$ cat src/rtl/brake_seq_pkg.sv
package brake_seq_pkg;

  // ----------------------------------------------------------------
  // Register map (byte addresses, one word each)
  // ----------------------------------------------------------------
  localparam logic [7:0] MODE_OFS = 8'h00;
  localparam logic [7:0] TERM_OFS = 8'h04;
  localparam logic [7:0] FREQ_OFS = 8'h08;
  localparam logic [7:0] CURR_OFS = 8'h0C;
  localparam logic [7:0] TIME_OFS = 8'h10;
  localparam logic [7:0] STOP_OFS = 8'h14;
  localparam logic [7:0] OVSP_OFS = 8'h18;
  localparam logic [7:0] STAT_OFS = 8'h1C;
  localparam logic [7:0] FLT_OFS = 8'h20;

  // ----------------------------------------------------------------
  // Field positions
  // ----------------------------------------------------------------
  localparam int ACCEL_LSB = 0;
  localparam int DCHK_POS = 4;
  localparam int OPM_LSB = 8;
  localparam int ENC_POS = 12;
  localparam int HI_LSB = 16;
  localparam int FLT_LSB = 8;

  // ----------------------------------------------------------------
  // Codes
  // ----------------------------------------------------------------
  localparam logic [3:0] SEQ_MODE_FB = 4'h7;
  localparam logic [3:0] SEQ_MODE_NOFB = 4'h8;
  localparam logic [1:0] OPM_EXT = 2'h0;
  localparam logic [1:0] OPM_COMB1 = 2'h1;
  localparam logic [1:0] OPM_NET = 2'h2;
  localparam logic [7:0] IN_FUNC_FB = 8'h0F;
  localparam logic [7:0] OUT_FUNC_POS = 8'h14;
  localparam logic [7:0] OUT_FUNC_NEG = 8'h78;
  localparam logic [15:0] OVSP_OFF = 16'h270F;

  // ----------------------------------------------------------------
  // Values after reset (frequency 0.01 Hz, current 0.1 %, times ms)
  // ----------------------------------------------------------------
  localparam logic [15:0] REL_FREQ_RST = 16'h012C;
  localparam logic [15:0] ENG_FREQ_RST = 16'h0258;
  localparam logic [15:0] REL_CURR_RST = 16'h0514;
  localparam logic [15:0] DET_TIME_RST = 16'h012C;
  localparam logic [15:0] START_TIME_RST = 16'h012C;
  localparam logic [15:0] STOP_TIME_RST = 16'h012C;

  // ----------------------------------------------------------------
  // Timing
  // ----------------------------------------------------------------
  localparam int CLK_PERIOD_NS = 50;
  localparam int MS_NS = 1000000;
  localparam int MS_CYCLES = MS_NS / CLK_PERIOD_NS;
  localparam int TIMEOUT_S = 2;
  localparam logic [15:0] TIMEOUT_MS = 16'(TIMEOUT_S * 1000);

  // ----------------------------------------------------------------
  // Carriers
  // ----------------------------------------------------------------
  typedef struct packed {
    logic start_cmd;
    logic decel_active;
    logic motor_stopped;
    logic stall_active;
    logic decel_abnormal;
    logic auto_accel_active;
    logic jog;
    logic second_setting_select;
    logic third_setting_select;
    logic [15:0] speed_cmd;
    logic [15:0] out_freq;
    logic [15:0] det_freq;
    logic [15:0] out_current;
  } drive_status_s;

  typedef struct packed {
    logic freq_hold;
    logic output_enable;
    logic trip;
    logic sequence_active;
    logic auto_restart_enable;
    logic jog_accept;
    logic second_setting_accept;
    logic third_setting_accept;
  } drive_ctrl_s;

  typedef enum logic [1:0] {HT_IDLE, HT_BUSY, HT_NONSEQ, HT_SEQ} htrans_e;

endpackage

$ cat src/rtl/mechanical_brake_sequencer.sv
// Design decisions made here: the register addresses and the AHB-Lite register port.
`timescale 1ns/100ps
// How it works
// Sequence only in external, combined-1, network modes
// Sequence only with accel mode 7 or 8
// Input function 15 is brake feedback
// Output function 20 high-true, 120 low-true
// Release after frequency, current and detect time
// Mode 7 holds until start time after feedback
// Drop release request at engage frequency decelerating
// Mode 7 output off stop time after feedback off
// Mode 8 holds start time after release request
// Mode 8 output off stop time after request off
// Jog or setting select at stop bypasses sequence
// Jog and second select ignored during auto accel
// Any fault trips and drops release request; code ignores faults while in ST_BYPASS
// Overspeed fault when slip exceeds threshold unless 9999
// Abnormal deceleration fault when checking, not stalling
// Gravity drop fault: request active at stop
// Release timeout: no request 2 s after start
// Feedback-on timeout: no feedback 2 s after request
// Feedback lost while request asserted
// Feedback-off timeout: feedback stays 2 s after stop
// Overspeed check active outside sequence modes too
// No automatic restart while sequence mode selected
// Deceleration check select 0 never checks
// Release frequency accepted only not above engage
// Reset or trip returns to idle, request off
module mechanical_brake_sequencer
  import brake_seq_pkg::*;
#(
  parameter int unsigned MS_CYC = MS_CYCLES
) (
  input wire logic hclk,
  input wire logic hresetn,
  input wire logic hsel,
  input wire logic [7:0] haddr,
  input wire logic [1:0] htrans,
  input wire logic hwrite,
  input wire logic [2:0] hsize,
  input wire logic [31:0] hwdata,
  input wire logic hready,
  output logic hreadyout,
  output logic hresp,
  output logic [31:0] hrdata,
  input wire drive_status_s drive_in,
  input wire logic feedback_pin,
  output logic release_pin,
  output drive_ctrl_s drive_out
);

  typedef enum logic [3:0] {
    ST_IDLE, ST_WAIT_REL, ST_DETECT, ST_WAIT_FB, ST_START_HOLD,
    ST_RUN, ST_ENGAGE_WAIT, ST_STOP_HOLD, ST_BYPASS, ST_FAULT
  } seq_state_e;

  // ----------------------------------------------------------------
  // Declarations
  // ----------------------------------------------------------------
  logic [3:0] accel_mode_r;
  logic decel_check_r;
  logic [1:0] op_mode_r;
  logic encoder_fb_r;
  logic [7:0] in_func_r;
  logic [7:0] out_func_r;
  logic [15:0] rel_freq_r;
  logic [15:0] eng_freq_r;
  logic [15:0] rel_curr_r;
  logic [15:0] det_time_r;
  logic [15:0] start_time_r;
  logic [15:0] stop_time_r;
  logic [15:0] ovsp_r;
  logic [6:0] fault_r;
  logic [6:0] fault_set;
  logic [6:0] fault_clr;
  logic wr_pend_r;
  logic [7:0] wr_addr_r;
  logic acc;
  logic [2:0] fb_sync_r;
  logic fb_filt_r;
  logic fb;
  logic [31:0] presc_r;
  logic tick;
  logic [15:0] ms_r;
  seq_state_e state_r;
  seq_state_e state_nxt;
  logic release_r;
  logic seq_en;
  logic mode_fb;
  logic jog_q;
  logic second_q;
  logic bypass_req;
  logic [15:0] slip;
  logic any_fault;

  // Register decode used by the write path; the read mux decodes haddr itself
  function automatic logic is_mapped(input logic [7:0] a);
    return a inside {MODE_OFS, TERM_OFS, FREQ_OFS, CURR_OFS, TIME_OFS,
                     STOP_OFS, OVSP_OFS, STAT_OFS, FLT_OFS};
  endfunction

  // ----------------------------------------------------------------
  // Bus slave
  // ----------------------------------------------------------------
  // Zero wait states: reads are prepared in the address phase
  assign hreadyout = 1'b1;
  assign hresp = 1'b0;
  assign acc = hsel && hready && htrans[1];

  // Capture the address phase of a write for the data phase
  always_ff @(posedge hclk or negedge hresetn) begin
    if (!hresetn) begin
      wr_pend_r <= 1'b0;
      wr_addr_r <= 8'h00;
    end else if (hready) begin
      wr_pend_r <= acc && hwrite && is_mapped(haddr);
      wr_addr_r <= haddr;
    end
  end

  // Configuration registers, written in the data phase
  always_ff @(posedge hclk or negedge hresetn) begin
    if (!hresetn) begin
      accel_mode_r <= 4'h0;
      decel_check_r <= 1'b0;
      op_mode_r <= OPM_EXT;
      encoder_fb_r <= 1'b0;
      in_func_r <= 8'h00;
      out_func_r <= 8'h00;
      rel_freq_r <= REL_FREQ_RST;
      eng_freq_r <= ENG_FREQ_RST;
      rel_curr_r <= REL_CURR_RST;
      det_time_r <= DET_TIME_RST;
      start_time_r <= START_TIME_RST;
      stop_time_r <= STOP_TIME_RST;
      ovsp_r <= OVSP_OFF;
    end else if (wr_pend_r) begin
      unique case (wr_addr_r)
        MODE_OFS: begin
          accel_mode_r <= hwdata[ACCEL_LSB +: 4];
          decel_check_r <= hwdata[DCHK_POS];
          op_mode_r <= hwdata[OPM_LSB +: 2];
          encoder_fb_r <= hwdata[ENC_POS];
        end
        TERM_OFS: begin
          in_func_r <= hwdata[7:0];
          out_func_r <= hwdata[HI_LSB +: 8];
        end
        FREQ_OFS: begin
          // A pair with release above engage is refused whole
          if (hwdata[15:0] <= hwdata[HI_LSB +: 16]) begin
            rel_freq_r <= hwdata[15:0];
            eng_freq_r <= hwdata[HI_LSB +: 16];
          end
        end
        CURR_OFS: rel_curr_r <= hwdata[15:0];
        TIME_OFS: begin
          det_time_r <= hwdata[15:0];
          start_time_r <= hwdata[HI_LSB +: 16];
        end
        STOP_OFS: stop_time_r <= hwdata[15:0];
        OVSP_OFS: ovsp_r <= hwdata[15:0];
        default: ;
      endcase
    end
  end

  // Read data registered in the address phase
  always_ff @(posedge hclk or negedge hresetn) begin
    if (!hresetn) begin
      hrdata <= 32'h0000_0000;
    end else if (acc && !hwrite) begin
      unique case (haddr)
        MODE_OFS: hrdata <= {19'h0, encoder_fb_r, 2'h0, op_mode_r, 3'h0,
                             decel_check_r, accel_mode_r};
        TERM_OFS: hrdata <= {8'h00, out_func_r, 8'h00, in_func_r};
        FREQ_OFS: hrdata <= {eng_freq_r, rel_freq_r};
        CURR_OFS: hrdata <= {16'h0000, rel_curr_r};
        TIME_OFS: hrdata <= {start_time_r, det_time_r};
        STOP_OFS: hrdata <= {16'h0000, stop_time_r};
        OVSP_OFS: hrdata <= {16'h0000, ovsp_r};
        STAT_OFS: hrdata <= {17'h0, fault_r, 2'h0, seq_en, drive_out.trip,
                             drive_out.output_enable, drive_out.freq_hold,
                             fb, release_r};
        FLT_OFS: hrdata <= {17'h0, fault_r, 8'h00};
        default: hrdata <= 32'h0000_0000;
      endcase
    end
  end

  // ----------------------------------------------------------------
  // Feedback pin and enables
  // ----------------------------------------------------------------
  // Three stages; a change counts once stages two and three agree
  always_ff @(posedge hclk or negedge hresetn) begin
    if (!hresetn) begin
      fb_sync_r <= 3'b000;
      fb_filt_r <= 1'b0;
    end else begin
      fb_sync_r <= {fb_sync_r[1:0], feedback_pin};
      if (fb_sync_r[1] == fb_sync_r[2]) begin
        fb_filt_r <= fb_sync_r[2];
      end
    end
  end

  // Feedback only exists when the input terminal is assigned to it
  assign fb = (in_func_r == IN_FUNC_FB) && fb_filt_r;
  assign seq_en = (op_mode_r inside {OPM_EXT, OPM_COMB1, OPM_NET})
                  && (accel_mode_r inside {SEQ_MODE_FB, SEQ_MODE_NOFB});
  assign mode_fb = (accel_mode_r == SEQ_MODE_FB);
  // Jog and second select are blind while auto accel runs
  assign jog_q = drive_in.jog && !drive_in.auto_accel_active;
  assign second_q = drive_in.second_setting_select && !drive_in.auto_accel_active;
  assign bypass_req = jog_q || second_q || drive_in.third_setting_select;

  // ----------------------------------------------------------------
  // Millisecond timer, restarted on every state change
  // ----------------------------------------------------------------
  assign tick = (presc_r == MS_CYC - 1);

  always_ff @(posedge hclk or negedge hresetn) begin
    if (!hresetn) begin
      presc_r <= 32'h0000_0000;
    end else if (state_nxt != state_r || tick) begin
      presc_r <= 32'h0000_0000;
    end else begin
      presc_r <= presc_r + 32'h0000_0001;
    end
  end

  // Saturates so long waits never wrap into a false elapse
  always_ff @(posedge hclk or negedge hresetn) begin
    if (!hresetn) begin
      ms_r <= 16'h0000;
    end else if (state_nxt != state_r) begin
      ms_r <= 16'h0000;
    end else if (tick && ms_r != 16'hFFFF) begin
      ms_r <= ms_r + 16'h0001;
    end
  end

  // ----------------------------------------------------------------
  // Fault detection
  // ----------------------------------------------------------------
  assign slip = drive_in.det_freq - drive_in.out_freq;

  always_comb begin
    fault_set = 7'h00;
    // Overspeed watches encoder runs whatever the accel mode
    fault_set[0] = encoder_fb_r && ovsp_r != OVSP_OFF
                   && drive_in.det_freq > drive_in.out_freq
                   && slip > ovsp_r;
    // Stall prevention periods are excused from the decel check
    fault_set[1] = decel_check_r && state_r == ST_RUN
                   && drive_in.decel_active && drive_in.decel_abnormal
                   && !drive_in.stall_active;
    fault_set[2] = release_r && drive_in.motor_stopped;
    fault_set[3] = state_r inside {ST_WAIT_REL, ST_DETECT}
                   && tick && ms_r >= TIMEOUT_MS;
    fault_set[4] = state_r == ST_WAIT_FB && tick && ms_r >= TIMEOUT_MS;
    fault_set[5] = mode_fb && release_r && !fb
                   && state_r inside {ST_START_HOLD, ST_RUN};
    fault_set[6] = state_r == ST_ENGAGE_WAIT && tick && ms_r >= TIMEOUT_MS;
    if (!seq_en) begin
      fault_set[6:1] = 6'h00;
    end
  end

  assign fault_clr = (wr_pend_r && wr_addr_r == FLT_OFS) ? hwdata[FLT_LSB +: 7] : 7'h00;

  // Write one to clear; a fault arriving the same cycle is kept
  always_ff @(posedge hclk or negedge hresetn) begin
    if (!hresetn) begin
      fault_r <= 7'h00;
    end else begin
      fault_r <= (fault_r & ~fault_clr) | fault_set;
    end
  end

  assign any_fault = |fault_set;

  // ----------------------------------------------------------------
  // Sequencer
  // ----------------------------------------------------------------
  always_comb begin
    state_nxt = state_r;
    unique case (state_r)
      ST_IDLE: begin
        if (bypass_req) begin
          state_nxt = ST_BYPASS;
        end else if (drive_in.start_cmd && seq_en) begin
          state_nxt = ST_WAIT_REL;
        end
      end
      ST_WAIT_REL: begin
        if (!drive_in.start_cmd) begin
          state_nxt = ST_IDLE;
        end else if (drive_in.speed_cmd >= rel_freq_r
                     && drive_in.out_current >= rel_curr_r) begin
          state_nxt = ST_DETECT;
        end
      end
      ST_DETECT: begin
        // Both conditions must hold through the whole detect time
        if (!drive_in.start_cmd) begin
          state_nxt = ST_IDLE;
        end else if (drive_in.speed_cmd < rel_freq_r
                     || drive_in.out_current < rel_curr_r) begin
          state_nxt = ST_WAIT_REL;
        end else if (ms_r >= det_time_r) begin
          state_nxt = mode_fb ? ST_WAIT_FB : ST_START_HOLD;
        end
      end
      ST_WAIT_FB: begin
        if (fb) begin
          state_nxt = ST_START_HOLD;
        end
      end
      ST_START_HOLD: begin
        if (ms_r >= start_time_r) begin
          state_nxt = ST_RUN; // see
        end
      end
      ST_RUN: begin
        if (drive_in.decel_active && drive_in.out_freq <= eng_freq_r) begin
          state_nxt = mode_fb ? ST_ENGAGE_WAIT : ST_STOP_HOLD;
        end
      end
      ST_ENGAGE_WAIT: begin
        if (!fb) begin
          state_nxt = ST_STOP_HOLD;
        end
      end
      ST_STOP_HOLD: begin
        if (ms_r >= stop_time_r) begin
          state_nxt = ST_IDLE; // see
        end
      end
      ST_BYPASS: begin
        if (!drive_in.start_cmd && !bypass_req) begin
          state_nxt = ST_IDLE;
        end
      end
      ST_FAULT: begin
        // Leaves only after software clears every fault
        if (fault_r == 7'h00) begin
          state_nxt = ST_IDLE;
        end
      end
    endcase
    if (any_fault && state_r != ST_BYPASS) begin
      state_nxt = ST_FAULT;
    end
  end

  always_ff @(posedge hclk or negedge hresetn) begin
    if (!hresetn) begin
      state_r <= ST_IDLE;
    end else begin
      state_r <= state_nxt;
    end
  end

  // Request follows the target state so request and state change on the same edge
  always_ff @(posedge hclk or negedge hresetn) begin
    if (!hresetn) begin
      release_r <= 1'b0;
    end else begin
      release_r <= state_nxt inside {ST_WAIT_FB, ST_START_HOLD, ST_RUN};
    end
  end

  // ----------------------------------------------------------------
  // Outputs
  // ----------------------------------------------------------------
  // Unassigned output terminal rests low
  always_ff @(posedge hclk or negedge hresetn) begin
    if (!hresetn) begin
      release_pin <= 1'b0;
    end else if (out_func_r == OUT_FUNC_POS) begin
      release_pin <= release_r;
    end else if (out_func_r == OUT_FUNC_NEG) begin
      release_pin <= !release_r;
    end else begin
      release_pin <= 1'b0;
    end
  end

  // Drive controls registered from the target state, seq_en and the select inputs
  always_ff @(posedge hclk or negedge hresetn) begin
    if (!hresetn) begin
      drive_out <= '0;
    end else begin
      drive_out.freq_hold <= state_nxt inside {ST_DETECT, ST_WAIT_FB, ST_START_HOLD};
      drive_out.output_enable <= !(state_nxt inside {ST_IDLE, ST_FAULT});
      drive_out.trip <= state_nxt == ST_FAULT;
      drive_out.sequence_active <= seq_en && state_nxt != ST_BYPASS;
      drive_out.auto_restart_enable <= !seq_en;
      drive_out.jog_accept <= jog_q;
      drive_out.second_setting_accept <= second_q;
      drive_out.third_setting_accept <= drive_in.third_setting_select;
    end
  end

endmodule

$ cat config.mk
export PLATFORM = sky130hd
export DESIGN_NAME = mechanical_brake_sequencer
export DESIGN_NICKNAME = d
export VERILOG_FILES = /design/src/rtl/brake_seq_pkg.sv /design/src/rtl/mechanical_brake_sequencer.sv
export SDC_FILE = /design/constraint.sdc
export NUM_CORES = 1
export LEC_CHECK = 0
export BUFFER_PORTS_ARGS = -buffer_cell sky130_fd_sc_hd__buf_2
export CAP_MARGIN = 20
export CORE_MARGIN = 10
export CORE_UTILIZATION = 29
export CTS_CLUSTER_SIZE = 25
export DETAILED_ROUTE_END_ITERATION = 16
export PLACE_DENSITY = 0.5
export SETUP_SLACK_MARGIN = 0.1
export SLEW_MARGIN = 5
export SYNTH_ARGS = -nofsm -noshare
export SYNTH_HDL_FRONTEND = slang
export SYNTH_SLANG_ARGS = --single-unit
$ cat constraint.sdc
create_clock -name hclk -period 4.15 [get_ports hclk]
set_input_delay 0.415 -clock hclk [delete_from_list [all_inputs] [get_ports hclk]]
set_output_delay 0.415 -clock hclk [all_outputs]
set_load 0.005 [all_outputs]
# After elaboration in Yosys (flattened, before gate mapping)
# Index checks and enable logic that the tools add are counted.
# totals
register_bits	250
in_bits	124
out_inout_bits	43
word_cells	189
# op_classes
add_sub_neg	3
n_lt_le_gt_ge	12
n_eq_ne	43
n_mux	26
bitwise_logic	3
reduce_logical	70
# op_table
op	n
$pmux W32 S9	1
$ge A16 B16 Y1	5
$eq A8 B5 Y1 const B	8
$mux W4	15
$eq A8 B4 Y1 const B	5
$pmux W4 S10	1
$logic_and A1 B1 Y1	34
$add A32 B1 Y32 const B	1
$eq A32 B15 Y1 const B	1
$gt A16 B16 Y1	2
$le A16 B16 Y1	2
$lt A16 B16 Y1	2
$mux W16	2
$mux W32	1
$eq A4 B3 Y1 const B	7
$add A16 B1 Y16 const B	1
$eq A4 B2 Y1 const B	4
$eq A4 B4 Y1 const B	4
$eq A8 B3 Y1 const B	2
$eq A8 B6 Y1 const B	2
$ge A16 B11 Y1 const B	1
$logic_not A8 Y1	2
$ne A16 B14 Y1 const B	1
$ne A16 B16 Y1 const B	1
other kinds (26)	52

# Depth between registers and ports, before layout
# depth
word_depth	12
depth_mapped	23
ltp_nobuf	21

# Least setup slack after synthesis
# OpenSTA, ideal clock, no wires.
# synth_path
path_kind	input to register
startpoint	input port drive_in[33] (netlist bit)
endpoint	register presc_r[21]
setup_ns	0.126
t_arrival_ns	4.845
required_time_ns	4.024
slack_ns	-0.821
cell_stages	23
path_buffers	2
cell_sequence	inv_1 > ha_1 > nor2b_1 > o21ai_0 > a21boi_0 > nor4_1 > o31ai_1 > o41ai_1 > o2111ai_1 > a21oi_1 > xnor2_1 > ha_1 > nand3_1 > or2_2 > nor4_1 > a21oi_1 > a31oi_2 > a21oi_1 > a21o_1 > o221ai_1 > buf_2 > buf_2 > nor3_2
# synth_via
elab_chain_cells	9
elab_cells_between_ends	15
classes_between	add/sub (1); order compare (3); eq/ne (1); mux (4); reduce/logical (6)
# synth_lines
element	line_no	text
from (decl)	mechanical_brake_sequencer.sv:46	input wire drive_status_s drive_in,
$sub A16 B16 Y16 / $gt A16 B16 Y1 (equally long branches)	mechanical_brake_sequencer.sv:246, mechanical_brake_sequencer.sv:252	
$gt A16 B16 Y1 / $logic_and A1 B1 Y1 (equally long branches)	mechanical_brake_sequencer.sv:253, mechanical_brake_sequencer.sv:252	
$logic_and A1 B1 Y1	mechanical_brake_sequencer.sv:253	&& slip > ovsp_r;
$reduce_or A7 Y1	mechanical_brake_sequencer.sv:281	assign any_fault = |fault_set;
$logic_and A1 B1 Y1	mechanical_brake_sequencer.sv:352	if (any_fault && state_r != ST_BYPASS) begin
$mux W4 (*)	mechanical_brake_sequencer.sv:352	
$ne A4 B4 Y1 (*)	mechanical_brake_sequencer.sv:225	end else if (state_nxt != state_r || tick) begin
$logic_or A1 B1 Y1 (*)	mechanical_brake_sequencer.sv:225	
$mux W32 (*)	mechanical_brake_sequencer.sv:225	
to (signal assigned)	mechanical_brake_sequencer.sv:228	presc_r <= presc_r + 32'h0000_0001;
to (decl)	mechanical_brake_sequencer.sv:82	logic [31:0] presc_r;
# Every way passes the cells marked *; elsewhere a longest branch is shown, timed or not.
# A chain may end at the register's enable or synchronous reset.

# Final worst setup path
# layout_path
startpoint	input port drive_in[32] (netlist bit)
endpoint	register presc_r[18]
# The elaborated chain is that of the path after synthesis.

==> run metrics <==
status=complete, but fails checks; failing checks=negative setup slack; DRC Markers=0; clock latency at the later pin of the worst-skew pair=around 0.6 ns; RSZ-0062 raised after global routing=yes; Slew headroom=24.8%; die width=between 200 and 300 um; H-tree depth=1; Fmax achieved=~0.24 GHz; Worst Setup Start Kind=input pin; number of synthesized flops with an enable pin=0; P per Cell Area=about 330 nW/um^2; Post-synth ARST share=100%; post-synthesis register bit count=250; Routed WL=about 56 mm; Slew @ Worst Pin=1.13 ns; Layout area overhead=25.3%; routed len/inst=21.6 um; via/cell ratio=5.22; CTS tree=yes; clk sink count=250; Initial DRC Count=about 1,100; Boundary Pins=~170; Post-Syn Nets=about 1,900; max-slew violations=0; total gr overflow=0; post-synth cell types=roughly 80; Pre-antenna DRT Iters=5; IO buf count=160; layout cell share with drive strength beyond 1=28.4%; worst slack, placed=-0.965 ns; Mean Syn Cell Area=roughly 9.6 um^2; crit path kind=in2reg; post-route cell area=just under 20,000 um^2; fin crit period=around 4.2 ns; overall power=6.48 mW; CTS buffer count=31; initial antenna violation count=5; # Max-Cap Violations=0; Crit. End Element=flop; Final ANT Viol Nets=0; Hold Fails Final Rpt=0; ys flop type=dfrtp_1; die span in y=252 um; row cnt=84; fillers=about 5,300; DP Area=between 15,000 and 20,000 um^2; Clock Pin Slew Worst Setup and Hold Paths=about 0.060 ns; placed cells=between 2,000 and 3,000; Leak Pwr=roughly 9.3 nW; sequential share of the synthesized area=a little over 40%; Core Util, Final=approximately 37%; Layout Nets=2,149; Detailed Place HPWL=43.3 mm; Worst VDD drop=between 0.4 and 0.5 mV; RD Place Congestion=around 0.91; Critical Path RT=between 4 and 5 ns; Core Box Area=52,900 um^2; vias in the first global route=between 10,000 and 15,000; die area=about 63,000 um^2; Hold Crit Class=in2reg; Vias=about 14,000; Critical Path AT=4.72 ns; Tcrit/Tclk final=101%; total global routing track utilization=17.0%; largest fanout on the critical path=6; Initial Util=29.5%; Non-Filler Instances=2,591; largest net degree at the start of global routing=~110; CTS Root Buffer Type=clkbuf_16; # setup viols final=20; Syn Inst Count=~1,600; number of synthesis warnings=0; clock skew=0.0185 ns; global-route wire length before repair=83.6 mm; setup ws final=-0.0621 ns; synthesized area=between 15,000 and 20,000 um^2; clk buf depth=3
==> kinds of logic (layout without fill, tap and decap cells) <==
logic type,Yosys count,after routing,synth area share [%]
adder cells (fa/ha/maj),149,149,12.0
buffers and inverters,228,500,5.73
AND/OR/NAND/NOR,478,478,15.9
AO/OA/AOI/OAI,365,365,15.5
flip-flops,250,250,40.4
multiplexers,98,98,7.03
other,2,3,0.0482
XOR/XNOR,60,60,3.37
==> where the power goes <==
part | switching [mW] | internal [mW]
combinational | 0.679 | 0.537
sequential | 0.0918 | 2.54
clock | 1.11 | 1.52
==> sequential cells by signal, indices dropped and copies added, names as in the netlist, 7 cells and up <==
signal	flops
drive_out	8
start_time_r	16
eng_freq_r	16
fault_r	7
ovsp_r	16
hrdata	32
wr_addr_r	8
ms_r	16
in_func_r	8
rel_curr_r	16
out_func_r	8
rel_freq_r	16
stop_time_r	16
presc_r	32
det_time_r	16
==> worst max-delay path, cell delays in order <==
cell       delay (ns)
buf_6            0.10
ha_4             0.16
fa_2             0.37
o21ai_2          0.19
a221o_1          0.22
a21o_1           0.14
nand4_1          0.08
nand2_1          0.10
a21oi_2          0.07
o21ai_2          0.15
xor2_1           0.20
ha_1             0.28
buf_6            0.13
nand3_2          0.07
or2_4            0.13
o31ai_1          0.07
a211o_1          0.32
a31oi_4          0.35
nor3b_2          0.23
o221a_2          0.23
o221ai_4         0.19
clkbuf_16        0.23
buf_8            0.12
nor3_2           0.14
==> stage by stage <==
stage	setup TNS [ns]	hold slack, ns
3_3_place_gp	-38.59	0.339
5_1_grt	-9.14	0.0565
4_1_cts	0	0.0313
6_report	-0.558	0.0606
3_5_place_dp	-43.92	0.348
2_1_floorplan	-4.86	0.119
==> layer usage <==
metal / vias to the layer above / GRT usage (%) / wire length (um) / share of wire (%)
met5: - / 0 / 40 / 0.072
met4: 6 / 4.54 / 1400 / 2.5
met3: 84 / 2.85 / 3510 / 6.3
met2: 420 / 28.7 / 26700 / 48
met1: 6654 / 22.0 / 24300 / 43
li1: 6364 / - / - / -
==> layout make-up <==
cell class,instances,area (um^2),share of cell area (%)
clock inverter,11,73.8,0.378
multi-input combinational,1152,8890,45.5
sequential,250,6300,32.2
timing repair buffer,274,1840,9.41
inverter,168,648,3.32
antenna,1,2.50,0.0128
tap,688,861,4.41
clock buffer,47,916,4.69
==> cell usage after synthesis, types with 35 or more instances <==
cell type | instances | share of area, %
nand2_1 | 163 | 3.9
a21oi_1 | 65 | 2.1
ha_1 | 147 | 12
o21ai_0 | 116 | 3.7
clkbuf_1 | 48 | 1.2
nor3_1 | 39 | 1.3
xnor2_1 | 35 | 2.0
nand3_1 | 52 | 1.7
a22oi_1 | 45 | 2.2
dfrtp_1 | 218 | 35
inv_1 | 168 | 4.0
nor2_1 | 69 | 1.7
mux2_2 | 82 | 5.9
==> what timing repair did <==
action	in CTS	in global routing
pin swaps	13	38
hold buffers	4	0
hold endpoints to repair	101	0
resized for setup	26	57
setup buffers	14	9
cloned	1	1
endpoints found under the setup margin	53	53
==> cell usage in the layout (no fill, tap or decap), types with 13 or more instances in the layout <==
cell and n:
mux2_2 82, buf_2 155, mux2i_1 15, nor2_1 65, nor3_2 30, nor4_1 15, nand4_1 31, xnor2_1 35
a21oi_1 60, buf_4 97, nor2b_1 13, ha_1 142, dfstp_2 32, clkbuf_16 33, a21o_1 22, inv_1 163
dfrtp_1 218, nor3_1 21, xor2_1 25, o21ai_0 113, nand3_1 50, a22oi_1 45, nand2_1 162
==> final timing paths <==
path,startpoint,endpoint,slack (ns),cells after the start
max,drive_in[32],presc_r[18],-0.06,24
min,hwdata[25],start_time_r[9],0.06,3
max reg2reg,rel_curr_r[10],presc_r[1],0.32,12
min reg2reg,fb_sync_r[0],fb_sync_r[1],0.36,0
max in group asynchronous,hresetn,eng_freq_r[3],2.65,3
min in group asynchronous,hresetn,presc_r[20],0.49,2
(Power assumes the default switching activity.)
